$ cat config.mk
export PLATFORM = sky130hd
export DESIGN_NAME = cmed_detector
export DESIGN_NICKNAME = d
export VERILOG_FILES = /design/src/logic/cmed_pkg.sv /design/src/logic/cmed_detector.sv
export VERILOG_INCLUDE_DIRS = /design/src /design/src/logic
export SDC_FILE = /design/constraint.sdc
export NUM_CORES = 1
export LEC_CHECK = 0
export BUFFER_PORTS_ARGS = -buffer_cell sky130_fd_sc_hd__buf_2
export CAP_MARGIN = 20
export CORE_MARGIN = 2
export CORE_UTILIZATION = 44
export CTS_BUF_LIST = sky130_fd_sc_hd__clkbuf_8
export DETAILED_ROUTE_END_ITERATION = 10
export PLACE_DENSITY_LB_ADDON = 0.2
export SLEW_MARGIN = 10
export SYNTH_ARGS = -nofsm -noshare
export SYNTH_HDL_FRONTEND = slang
export SYNTH_SLANG_ARGS = --single-unit
$ cat constraint.sdc
create_clock -name clk -period 18.92 [get_ports clk]
set_clock_uncertainty 0.05 [all_clocks]
set_input_delay 2.838 -clock clk [delete_from_list [all_inputs] [get_ports clk]]
set_output_delay 2.838 -clock clk [all_outputs]
set_load 0.005 [all_outputs]
$ cat src/logic/cmed_defs.svh
// Constants for the configuration memory error detector.
`ifndef CMED_DEFS_SVH
`define CMED_DEFS_SVH
`define CMED_SYN_W        32
`define CMED_MSG_W        67
`define CMED_INJ_W        46
`define CMED_INSTR_W      10
`define CMED_CRC_POLY     32'h04C11DB7
`define CMED_CRC_INIT     32'h00000000
`define CMED_UPD_CYCLES   6'h20
`define CMED_GAP_CYCLES   6'h20
`define CMED_CNT_W        6
`define CMED_TYPE_NONE    4'h0
`define CMED_TYPE_SINGLE  4'h1
`define CMED_TYPE_DOUBLE  4'h2
`define CMED_TYPE_OTHER   4'hF
`define CMED_MSG_TYPE_LSB 0
`define CMED_MSG_TYPE_MSB 3
`define CMED_MSG_SYN_LSB  4
`define CMED_MSG_SYN_MSB  35
`define CMED_MSG_FRM_LSB  36
`define CMED_MSG_FRM_MSB  66
`define CMED_FRM_W        31
`define CMED_INJ_PAT_MSB  31
`define CMED_INJ_LOC_LSB  32
`define CMED_INJ_LOC_MSB  41
`define CMED_INJ_TYP_LSB  42
`define CMED_INJ_TYP_MSB  45
`define CMED_INJ_WRD_LSB  34
`define CMED_WIDX_W       8
`define CMED_INSTR_FAULT  10'h015
`define CMED_INSTR_READ   10'h017
`define CMED_DIV_MAX      8
`define CMED_DIV_W        8
`endif

$ cat src/logic/cmed_pkg.sv
// Types shared by the configuration memory error detector.
package cmed_pkg;
    `include "cmed_defs.svh"
    typedef enum logic [4:0] {
        CMED_IDLE   = 5'h01,
        CMED_CALC   = 5'h02,
        CMED_UPDATE = 5'h04,
        CMED_FLAG   = 5'h08,
        CMED_GAP    = 5'h10
    } cmed_state_t;
endpackage

$ cat src/logic/cmed_detector.sv
// Frame checker, error message path and fault injection of the detector.
`timescale 1ns/1ps
`include "cmed_defs.svh"
module cmed_detector
    import cmed_pkg::*;
#(
    parameter int DIV_EXP = 0
) (
    input  wire logic                       clk,
    input  wire logic                       rst,
    input  wire logic                       detectEn,
    input  wire logic                       userMode,
    input  wire logic [`CMED_SYN_W-1:0]     frameWord,
    input  wire logic                       frameValid,
    input  wire logic                       frameLast,
    output logic                            frameReady,
    output logic                            errorPin,
    output logic [`CMED_SYN_W-1:0]          syndrome,
    input  wire logic [`CMED_INSTR_W-1:0]   scanInstr,
    input  wire logic                       scanCapture,
    input  wire logic                       scanShift,
    input  wire logic                       scanUpdate,
    input  wire logic                       scanUpdateEn,
    input  wire logic                       scanTdi,
    output logic                            scanTdo,
    input  wire logic                       coreUpdateEn,
    input  wire logic                       coreShift,
    output logic                            coreDout
);
    generate
        if (DIV_EXP < 0 || DIV_EXP > `CMED_DIV_MAX) begin : g_bad_div
            $error("DIV_EXP must lie between 0 and 8");
        end
    endgenerate

    localparam logic [`CMED_DIV_W-1:0] DIV_MASK =
        `CMED_DIV_W'((1 << DIV_EXP) - 1);

    // Bit-serial CRC over one 32-bit word, MSB first.
    function automatic logic [`CMED_SYN_W-1:0] crcWord(
        input logic [`CMED_SYN_W-1:0] crcIn,
        input logic [`CMED_SYN_W-1:0] data);
        logic [`CMED_SYN_W-1:0] c;
        c = crcIn;
        for (int i = `CMED_SYN_W - 1; i >= 0; i--) begin
            if (c[`CMED_SYN_W-1] ^ data[i]) begin
                c = {c[`CMED_SYN_W-2:0], 1'b0} ^ `CMED_CRC_POLY;
            end else begin
                c = {c[`CMED_SYN_W-2:0], 1'b0};
            end
        end
        return c;
    endfunction

    // Divider: all checking advances on this one-cycle enable.
    logic [`CMED_DIV_W-1:0] div_reg, div_next;
    logic                   tick;
    always_comb begin
        div_next = div_reg + `CMED_DIV_W'(1);
        tick = ((div_reg & DIV_MASK) == DIV_MASK);
    end
    always_ff @(posedge clk or posedge rst) begin
        if (rst) begin
            div_reg <= '0;
        end else begin
            div_reg <= div_next;
        end
    end

    // Frame engine and pin sequencer.
    cmed_state_t                 state_reg, state_next;
    logic [`CMED_CNT_W-1:0]      cnt_reg, cnt_next;
    logic [`CMED_SYN_W-1:0]      crc_reg, crc_next;
    logic [`CMED_SYN_W-1:0]      syn_reg, syn_next;
    logic [`CMED_WIDX_W-1:0]     widx_reg, widx_next;
    logic [`CMED_FRM_W-1:0]      frm_reg, frm_next;
    logic [`CMED_FRM_W-1:0]      errFrm_reg, errFrm_next;
    logic                        hit_reg, hit_next;
    logic [3:0]                  errType_reg, errType_next;
    logic [`CMED_MSG_W-1:0]      emr_reg, emr_next;
    logic                        emrValid_reg, emrValid_next;
    logic                        ready_reg, ready_next;
    logic                        pin_reg, pin_next;
    logic [`CMED_INJ_W-1:0]      injInt_reg;
    logic                        take;
    logic                        injNow;
    logic [3:0]                  injType;
    logic [`CMED_SYN_W-1:0]      word;
    logic [`CMED_SYN_W-1:0]      crcRes;

    always_comb begin
        state_next    = state_reg;
        cnt_next      = cnt_reg;
        crc_next      = crc_reg;
        syn_next      = syn_reg;
        widx_next     = widx_reg;
        frm_next      = frm_reg;
        errFrm_next   = errFrm_reg;
        hit_next      = hit_reg;
        errType_next  = errType_reg;
        emr_next      = emr_reg;
        emrValid_next = 1'b0;
        injType = injInt_reg[`CMED_INJ_TYP_MSB:`CMED_INJ_TYP_LSB];
        take = tick && frameValid && ready_reg;
        // Injection only ever touches frame 0.
        injNow = (frm_reg == '0) && (injType != `CMED_TYPE_NONE) &&
                 (widx_reg ==
                  injInt_reg[`CMED_INJ_LOC_MSB:`CMED_INJ_WRD_LSB]);
        word = injNow ? (frameWord ^ injInt_reg[`CMED_INJ_PAT_MSB:0])
                      : frameWord;
        crcRes = crcWord(crc_reg, word);
        if (take) begin
            crc_next  = crcRes;
            widx_next = widx_reg + `CMED_WIDX_W'(1);
            hit_next  = hit_reg | injNow;
            if (frameLast) begin
                syn_next  = crcRes;
                crc_next  = `CMED_CRC_INIT;
                widx_next = '0;
                hit_next  = 1'b0;
                frm_next  = frm_reg + `CMED_FRM_W'(1);
            end
        end
        if (tick) begin
            case (state_reg)
                CMED_IDLE: begin
                    if (detectEn && userMode) begin
                        state_next = CMED_CALC;
                    end
                end
                CMED_CALC: begin
                    if (take && frameLast && crcRes != '0) begin
                        state_next  = CMED_UPDATE;
                        cnt_next    = '0;
                        errFrm_next = frm_reg;
                        // Real upsets are not located here; only injected
                        // errors carry a known type.
                        errType_next = (hit_reg | injNow) ? injType
                                       : `CMED_TYPE_OTHER;
                    end
                end
                CMED_UPDATE: begin
                    cnt_next = cnt_reg + `CMED_CNT_W'(1);
                    if (cnt_reg == `CMED_UPD_CYCLES - `CMED_CNT_W'(1)) begin
                        emr_next = {errFrm_reg, syn_reg, errType_reg};
                        emrValid_next = 1'b1;
                        state_next = CMED_FLAG;
                    end
                end
                CMED_FLAG: begin
                    if (take && frameLast) begin
                        state_next = CMED_GAP;
                        cnt_next   = '0;
                    end
                end
                CMED_GAP: begin
                    cnt_next = cnt_reg + `CMED_CNT_W'(1);
                    if (cnt_reg == `CMED_GAP_CYCLES - `CMED_CNT_W'(1)) begin
                        state_next = CMED_CALC;
                    end
                end
                default: state_next = CMED_IDLE;
            endcase
        end
        // Frames are stalled while the message is being built.
        ready_next = (state_next == CMED_CALC) ||
                     (state_next == CMED_FLAG);
        pin_next = (state_next == CMED_FLAG);
    end

    always_ff @(posedge clk or posedge rst) begin
        if (rst) begin
            state_reg    <= CMED_IDLE;
            cnt_reg      <= '0;
            crc_reg      <= `CMED_CRC_INIT;
            syn_reg      <= '0;
            widx_reg     <= '0;
            frm_reg      <= '0;
            errFrm_reg   <= '0;
            hit_reg      <= 1'b0;
            errType_reg  <= `CMED_TYPE_NONE;
            emr_reg      <= '0;
            emrValid_reg <= 1'b0;
            ready_reg    <= 1'b0;
            pin_reg      <= 1'b0;
        end else begin
            state_reg    <= state_next;
            cnt_reg      <= cnt_next;
            crc_reg      <= crc_next;
            syn_reg      <= syn_next;
            widx_reg     <= widx_next;
            frm_reg      <= frm_next;
            errFrm_reg   <= errFrm_next;
            hit_reg      <= hit_next;
            errType_reg  <= errType_next;
            emr_reg      <= emr_next;
            emrValid_reg <= emrValid_next;
            ready_reg    <= ready_next;
            pin_reg      <= pin_next;
        end
    end

    // Readout and fault injection paths.
    logic [`CMED_MSG_W-1:0] scanUpd_reg, scanUpd_next;
    logic [`CMED_MSG_W-1:0] scanSh_reg, scanSh_next;
    logic [`CMED_MSG_W-1:0] coreUpd_reg, coreUpd_next;
    logic [`CMED_MSG_W-1:0] coreSh_reg, coreSh_next;
    logic [`CMED_INJ_W-1:0] scanInj_reg, scanInj_next;
    logic [`CMED_INJ_W-1:0] injInt_next;
    logic                   tdo_reg, tdo_next;
    logic                   cdo_reg, cdo_next;
    logic                   rdSel, fiSel;

    always_comb begin
        rdSel = (scanInstr == `CMED_INSTR_READ);
        fiSel = (scanInstr == `CMED_INSTR_FAULT);
        scanUpd_next = emrValid_reg ? emr_reg : scanUpd_reg;
        coreUpd_next = emrValid_reg ? emr_reg : coreUpd_reg;
        scanSh_next  = scanSh_reg;
        scanInj_next = scanInj_reg;
        injInt_next  = injInt_reg;
        coreSh_next  = coreSh_reg;
        if (rdSel && scanCapture && scanUpdateEn) begin
            scanSh_next = scanUpd_reg;
        end else if (rdSel && scanShift) begin
            scanSh_next = {scanTdi, scanSh_reg[`CMED_MSG_W-1:1]};
        end
        if (fiSel && scanShift) begin
            scanInj_next = {scanTdi, scanInj_reg[`CMED_INJ_W-1:1]};
        end
        if (fiSel && scanUpdate) begin
            injInt_next = scanInj_reg;
        end
        if (coreUpdateEn) begin
            coreSh_next = coreUpd_reg;
        end else if (coreShift) begin
            coreSh_next = {1'b0, coreSh_reg[`CMED_MSG_W-1:1]};
        end
        tdo_next = fiSel ? scanInj_next[0] : scanSh_next[0];
        cdo_next = coreSh_next[0];
    end

    always_ff @(posedge clk or posedge rst) begin
        if (rst) begin
            scanUpd_reg <= '0;
            scanSh_reg  <= '0;
            coreUpd_reg <= '0;
            coreSh_reg  <= '0;
            scanInj_reg <= '0;
            injInt_reg  <= '0;
            tdo_reg     <= 1'b0;
            cdo_reg     <= 1'b0;
        end else begin
            scanUpd_reg <= scanUpd_next;
            scanSh_reg  <= scanSh_next;
            coreUpd_reg <= coreUpd_next;
            coreSh_reg  <= coreSh_next;
            scanInj_reg <= scanInj_next;
            injInt_reg  <= injInt_next;
            tdo_reg     <= tdo_next;
            cdo_reg     <= cdo_next;
        end
    end

    assign frameReady = ready_reg;
    assign errorPin   = pin_reg;
    assign syndrome   = syn_reg;
    assign scanTdo    = tdo_reg;
    assign coreDout   = cdo_reg;
endmodule

==> run_results.csv, run 1 <==
group,metric,value,unit
synth,ys_ff_latch,512,
synth,synth_area,25200,sq um
sta,fmax,114,MHz
sta,setup_viol,0,
sta,tns,0,ns
drt,postRouteAntennaNets,0,
worst_setup_path,r2r_end,"errFrm_reg[30]$_DFFE_PP0P_",
worst_setup_path,end_kind,"flip-flop",
sta,timing_hold_violations_final,0,
run,maxCapViolations,0,
run_status,status,"finished, final reports clean",
drt,routedWlPerCell,20.0,microns
synth,ys.flop_type,"dfrtp_1",
clocking,cts_buffers,88,
clocking,clkSinkCount,512,
drt,vias,15900,
worst_setup_path,worstSetupStartpoint,"frameWord[29]",
synth,yosysUniqueCellTypes,66,
worst_setup_path,worstPathRequired,19.39,ns
clocking,cts_tree,"yes",
die,initial_utilization,44.6,%
grt,antenna_found_initial,4,
sta,fin_crit_sh,46.6,%
synth,ys_seq_area_share,50.8,%
synth,ys_warn_count,0,
drt,wirelength,60.5,mm
die,die_area,59300,sq um
synth,syn_nets,2171,
clocking,cts.htree.levels,3,
synth,async_reset_ff_share,100,%
clocking,cts_setup_buffers,0,
die,num_rows,87,
sta,tightest_slew,1.08,ns
placed_design,portBuffers,90,
placed_design,hpwl,42.5,mm
grt,grt.total_usage,20.9,%
finish,post-route-util,49.7,%
drt,drc_errors,0,
worst_setup_path,crit_path_end,"errFrm_reg[30]$_DFFE_PP0P_",
worst_setup_path,cp.arrival,9.28,ns
die,io_pins,91,
drt,drt_iter0_drc,943,
finish,nNetsFinal,2265,
grt,grt_overflow_total,0,
sta,setup_ws,10.11,ns
worst_setup_path,path_max_fanout,45,
synth,avgSynthCellArea,12.0,sq um
clocking,path_clk_slew,0.05,ns
grt,grt_start_max_net_pins,138,
worst_setup_path,critPathLaunchType,"input pin",
worst_setup_path,reg2reg_from,"frm_reg[22]$_DFFE_PP0P_",
die,chipHeight,244,microns
clocking,cts-root-buf,"clkbuf_8",
worst_setup_path,regToRegSetupSlack,11.25,ns
finish,syn_to_final_growth,11.5,%
synth,synth_cells,2111,
sta,min_period,8.81,ns
die,core-area,56600,sq um
worst_setup_path,crit_type,"in2reg",
placed_design,place_congestion,0.913,
placed_design,dp_slack,9.49,ns
sta,drv_slew,0,
drt,routed_via_density,5.24,
min_path,min_path_type,"reg2reg",
finish,drive_gt1_share,22.5,%
die,die_w,244,microns
clocking,clock_path_buffers,3,
sta,rsz0062_at_grt,"no",
sta,maxSlewHeadroom,27.8,%
drt,firstDrtPassIters,5,
sta,whs,0.436,ns
clocking,cts.hold.buffers_added,0,
worst_setup_path,reg2reg_depth,16,
clocking,clkLatencyLatePin,0.67,ns
synth,synth_edf_count,0,
grt,grt_pass1_wl,96.7,mm
grt,grt_pass1_vias,16300,
clocking,cts_resized,0,
## synth_stat cells, drive strengths merged, types with 3 or more instances
library cell	n	area share, %
a21oi	5	0.099
a31oi	4	0.099
and3	8	0.20
and4	4	0.14
buf	21	0.44
clkbuf	87	1.3
dfrtp	511	51
ha	5	0.25
inv	11	0.16
mux2	252	11
mux2i	136	5.4
nand2	250	3.7
nand2b	8	0.20
nand3	41	0.88
nand3b	4	0.12
nand4	22	0.57
nor2	32	0.51
nor2b	4	0.099
nor3	18	0.40
nor3b	3	0.089
nor4	11	0.33
o211ai	4	0.12
o21ai	217	4.3
o21bai	3	0.089
o22ai	4	0.099
or2	4	0.099
or4	4	0.12
xnor2	293	11
xnor3	31	2.8
xor2	90	3.3
xor3	3	0.29
## metrics by stage
stage / std cells / cell area, sq um
6_report: 3024 / 28100
5_1_grt: 3023 / 28100
4_1_cts: 3020 / 28100
3_5_place_dp: 2869 / 26400
3_3_place_gp: 2869 / 26400
2_1_floorplan: 2111 / 25200
## cell usage in the layout, fill, tap and decap left out, types with 9 or more instances in the layout
cell,instances
nand4_1,21
xnor2_2,16
clkbuf_8,107
xnor2_1,271
nand3_1,37
nor2_1,30
nor3_1,16
xnor3_1,28
xor2_1,84
inv_1,43
mux2_1,27
buf_4,22
dfrtp_1,510
o21ai_1,9
mux2i_1,136
o21ai_0,208
buf_2,88
nand2_1,248
nor4_1,10
mux2_2,225
## area by class of cell
cell class              count  area [sq um]
diodes                      2          5.00
clock buffers             107          1470
clock inverters            44           230
fillers                  5108         28500
inverters                  11          48.8
multi-input cells        1480         12000
flip-flops and latches    512         12800
well taps                 756           946
repair buffers            112           646
## critical path, cell delays in order
cell	delay (ns)
buf_2	0.10
xnor2_1	0.52
xnor2_1	0.39
xnor2_1	0.24
xor2_1	0.20
xnor2_2	0.47
xor2_1	0.31
xnor3_1	0.60
xor2_1	0.81
xnor2_1	0.19
xnor2_1	0.66
and3_1	0.26
nand4_1	0.10
nor4_1	0.36
nand4_2	0.28
nand3_4	0.52
mux2_1	0.38
## per-layer routing
metal	vias to the layer above	GRT usage, %	wire, microns
met5	-	0	0
met4	0	5.86	1330
met3	93	3.46	2450
met2	306	32.6	27500
met1	8022	30.3	29200
li1	7432	-	-
## worst min-delay path by stage
stage                                 end  cells past startpoint                  startpoint
6_report       errFrm_reg[25]$_DFFE_PP0P_                      1  errFrm_reg[25]$_DFFE_PP0P_
4_1_cts        errFrm_reg[25]$_DFFE_PP0P_                      1  errFrm_reg[25]$_DFFE_PP0P_
3_5_place_dp   errFrm_reg[25]$_DFFE_PP0P_                      1  errFrm_reg[25]$_DFFE_PP0P_
5_1_grt        errFrm_reg[25]$_DFFE_PP0P_                      1  errFrm_reg[25]$_DFFE_PP0P_
3_3_place_gp   errFrm_reg[15]$_DFFE_PP0P_                      1  errFrm_reg[15]$_DFFE_PP0P_
2_1_floorplan  errFrm_reg[29]$_DFFE_PP0P_                      2  errFrm_reg[29]$_DFFE_PP0P_
## cells by family after synthesis
family | share of synthesized area (%)
buf+inv | 1.90
flops | 50.8
compound gates | 5.24
mux | 16.6
xor+xnor | 17.5
fa+ha+maj | 0.248
simple gates | 7.74
Power of run 1 is left out: the tool's default activity adds up to more than one toggle a clock period on the data nets, which glitch-free logic cannot reach.
==> inputs of run 2 (changes only) <==
==> constraint.sdc (replaced) <==
create_clock -name clk -period 7.9 [get_ports clk]
set_clock_uncertainty 0.05 [all_clocks]
set_input_delay 1.185 -clock clk [delete_from_list [all_inputs] [get_ports clk]]
set_output_delay 1.185 -clock clk [all_outputs]
set_load 0.005 [all_outputs]
==> run 2 against run 1 <==
Die area unchanged. Clock-buffer cell count up 3. Via count about the same. First-iteration DRC count up 3.2%. Sequential share of layout area down 0.37 points. Non-clock buffer count up 23. Critical path type is now reg2reg. Critical endpoint is now errFrm_reg[28]$_DFFE_PP0P_.
==> run_results.csv, run 2 (synthesis gave the netlist of run 1 again) <==
group,metric,value,unit
run_status,status,"finished, final reports clean",
worst_setup_path,crit_path_end,"errFrm_reg[28]$_DFFE_PP0P_",
worst_setup_path,worstPathRequired,8.39,ns
placed_design,dpl.cell_count,2890,
worst_setup_path,critPathLaunchType,"flip-flop",
drt,drt_iter0_drc,973,
sta,setup_viol,0,
sta,drv_slew,0,
finish,nNetsFinal,2287,
worst_setup_path,r2r_end,"errFrm_reg[28]$_DFFE_PP0P_",
die,initial_utilization,44.6,%
sta,rsz0062_at_grt,"no",
die,die_w,244,microns
grt,grt_pass1_wl,95.9,mm
sta,maxSlewHeadroom,31.6,%
placed_design,portBuffers,90,
die,num_rows,87,
finish,drive_gt1_share,23.6,%
worst_setup_path,crit_type,"reg2reg",
worst_setup_path,cp.arrival,7.88,ns
sta,timing_hold_violations_final,0,
worst_setup_path,cp_cell_sequence,"nor4_1 -> nand4_1 -> or4_1 -> nor3_2 -> xnor2_2 -> xor2_1 -> xnor3_1 -> xor2_1 -> xnor2_1 -> xnor2_1 -> and3_1 -> nand4_1 -> nor4_1 -> nand4_2 -> nand3_4 -> mux2_1",
sta,min_period,7.39,ns
grt,grt_pass1_vias,16400,
sta,fmax,135,MHz
worst_setup_path,crit_path_top_delay_cell,"or4_1",
grt,grt_overflow_total,0,
drt,drc_errors,0,
grt,grt_start_max_net_pins,150,
finish,layout.cells.non_filler,3049,
min_path,min_path_cells,1,
finish,final_cell_mix,"dfrtp_1, xnor2_1, nand2_1",
die,die_area,59300,sq um
clocking,cts.hold.buffers_added,0,
drt,wirelength,59.7,mm
worst_setup_path,reg2reg_from,"frm_reg[27]$_DFFE_PP0P_",
finish,layout_commonest_cell,"dfrtp_1",
grt,antenna_found_initial,3,
clocking,clock_path_buffers,3,
clocking,path_clk_slew,0.05,ns
min_path,min_path_type,"reg2reg",
placed_design,place_congestion,0.916,
die,chipHeight,244,microns
clocking,cts-root-buf,"clkbuf_8",
worst_setup_path,worstSetupStartpoint,"frm_reg[27]$_DFFE_PP0P_",
finish,syn_to_final_growth,12.4,%
worst_setup_path,regToRegSetupSlack,0.51,ns
worst_setup_path,cp_num_buf_inv,0,
sta,tightest_slew,1.03,ns
drt,routed_via_density,5.20,
worst_setup_path,cp.depth,16,
drt,postRouteAntennaNets,0,
worst_setup_path,end_kind,"flip-flop",
drt,firstDrtPassIters,5,
sta,fin_crit_sh,93.5,%
run,maxCapViolations,0,
drt,vias,15900,
clocking,cts_buffers,87,
grt,grt.total_usage,20.8,%
clocking,cts_tree,"yes",
die,io_pins,91,
worst_setup_path,reg2reg_depth,16,
drt,routedWlPerCell,19.6,microns
placed_design,hpwl,43.0,mm
clocking,clkLatencyLatePin,0.70,ns
finish,post-route-util,50.1,%
worst_setup_path,path_max_fanout,36,
worst_setup_path,critPathTopFamily,"simple AND/OR/NAND/NOR gates",
die,core-area,56600,sq um
clocking,clkSinkCount,512,
worst_setup_path,cp_slowest_stage_delay,0.80,ns
clocking,cts.htree.levels,3,
-- run 2: changes by cell type in the layout (fill, tap and decap cells not counted), sizes merged --
cell	delta
buf	+23
clkinv	+1
clkbuf	+3
clkinvlp	+2
inv	-4
-- run 2: metrics by stage --
| stage | area, sq um | hold WS (ns) | worst slack [ns] | TNS, ns |
|---|---|---|---|---|
| finish | 28400 | 0.436 | 0.510 | 0 |
| global route | 28400 | 0.440 | 0.0284 | 0 |
| detailed placement | 26600 | 0.423 | 0.222 | 0 |
| global placement | 26600 | 0.423 | 0.311 | 0 |
| CTS | 28300 | 0.409 | 0.462 | 0 |
| floorplan | 25200 | 0.400 | -0.287 | -146.41 |
-- run 2: timing repair --
action,in CTS,in global routing
setup buffers,0,3
endpoints found under the setup margin,0,32
resized for setup,0,1
endpoints found under the hold margin,0,0
-- run 2: how the worst min path moves through the flow --
stage | start | to | slack (ns)
4_1_cts | rst | errFrm_reg[28]$_DFFE_PP0P_ | 0.41
6_report | errFrm_reg[24]$_DFFE_PP0P_ | errFrm_reg[24]$_DFFE_PP0P_ | 0.44
2_1_floorplan | errFrm_reg[29]$_DFFE_PP0P_ | errFrm_reg[29]$_DFFE_PP0P_ | 0.40
3_5_place_dp | errType_reg[0]$_DFFE_PP0P_ | errType_reg[0]$_DFFE_PP0P_ | 0.42
5_1_grt | rst | errFrm_reg[28]$_DFFE_PP0P_ | 0.44
3_3_place_gp | errFrm_reg[14]$_DFFE_PP0P_ | errFrm_reg[14]$_DFFE_PP0P_ | 0.42
-- run 2: layer usage --
layer	vias up	GRT usage [%]	share of wire (%)
met2	328	32.3	46
met1	7901	29.0	47
met4	0	8.09	3.5
met5	-	0	0
li1	7493	-	-
met3	128	3.62	4.1
-- run 2: worst reg2reg max path, stage by stage (launching register included) --
cell     delay, ns
dfrtp_1       0.43
nor4_1        0.48
nand4_1       0.33
or4_1         0.80
nor3_2        0.42
xnor2_2       0.38
xor2_1        0.33
xnor3_1       0.56
xor2_1        0.63
xnor2_1       0.24
xnor2_1       0.60
and3_1        0.26
nand4_1       0.09
nor4_1        0.47
nand4_2       0.31
nand3_4       0.48
mux2_1        0.40
-- run 2: cell type report --
| class | instances | area [sq um] |
|---|---|---|
| fill | 5112 | 28200 |
| sequential | 512 | 12800 |
| multi-input combinational | 1480 | 12000 |
| clock buffer | 110 | 1510 |
| tap | 756 | 946 |
| timing repair buffer | 135 | 818 |
| clock inverter | 43 | 249 |
| inverter | 11 | 45.0 |
| antenna | 2 | 5.00 |
Power of run 2 is left out for the same reason.
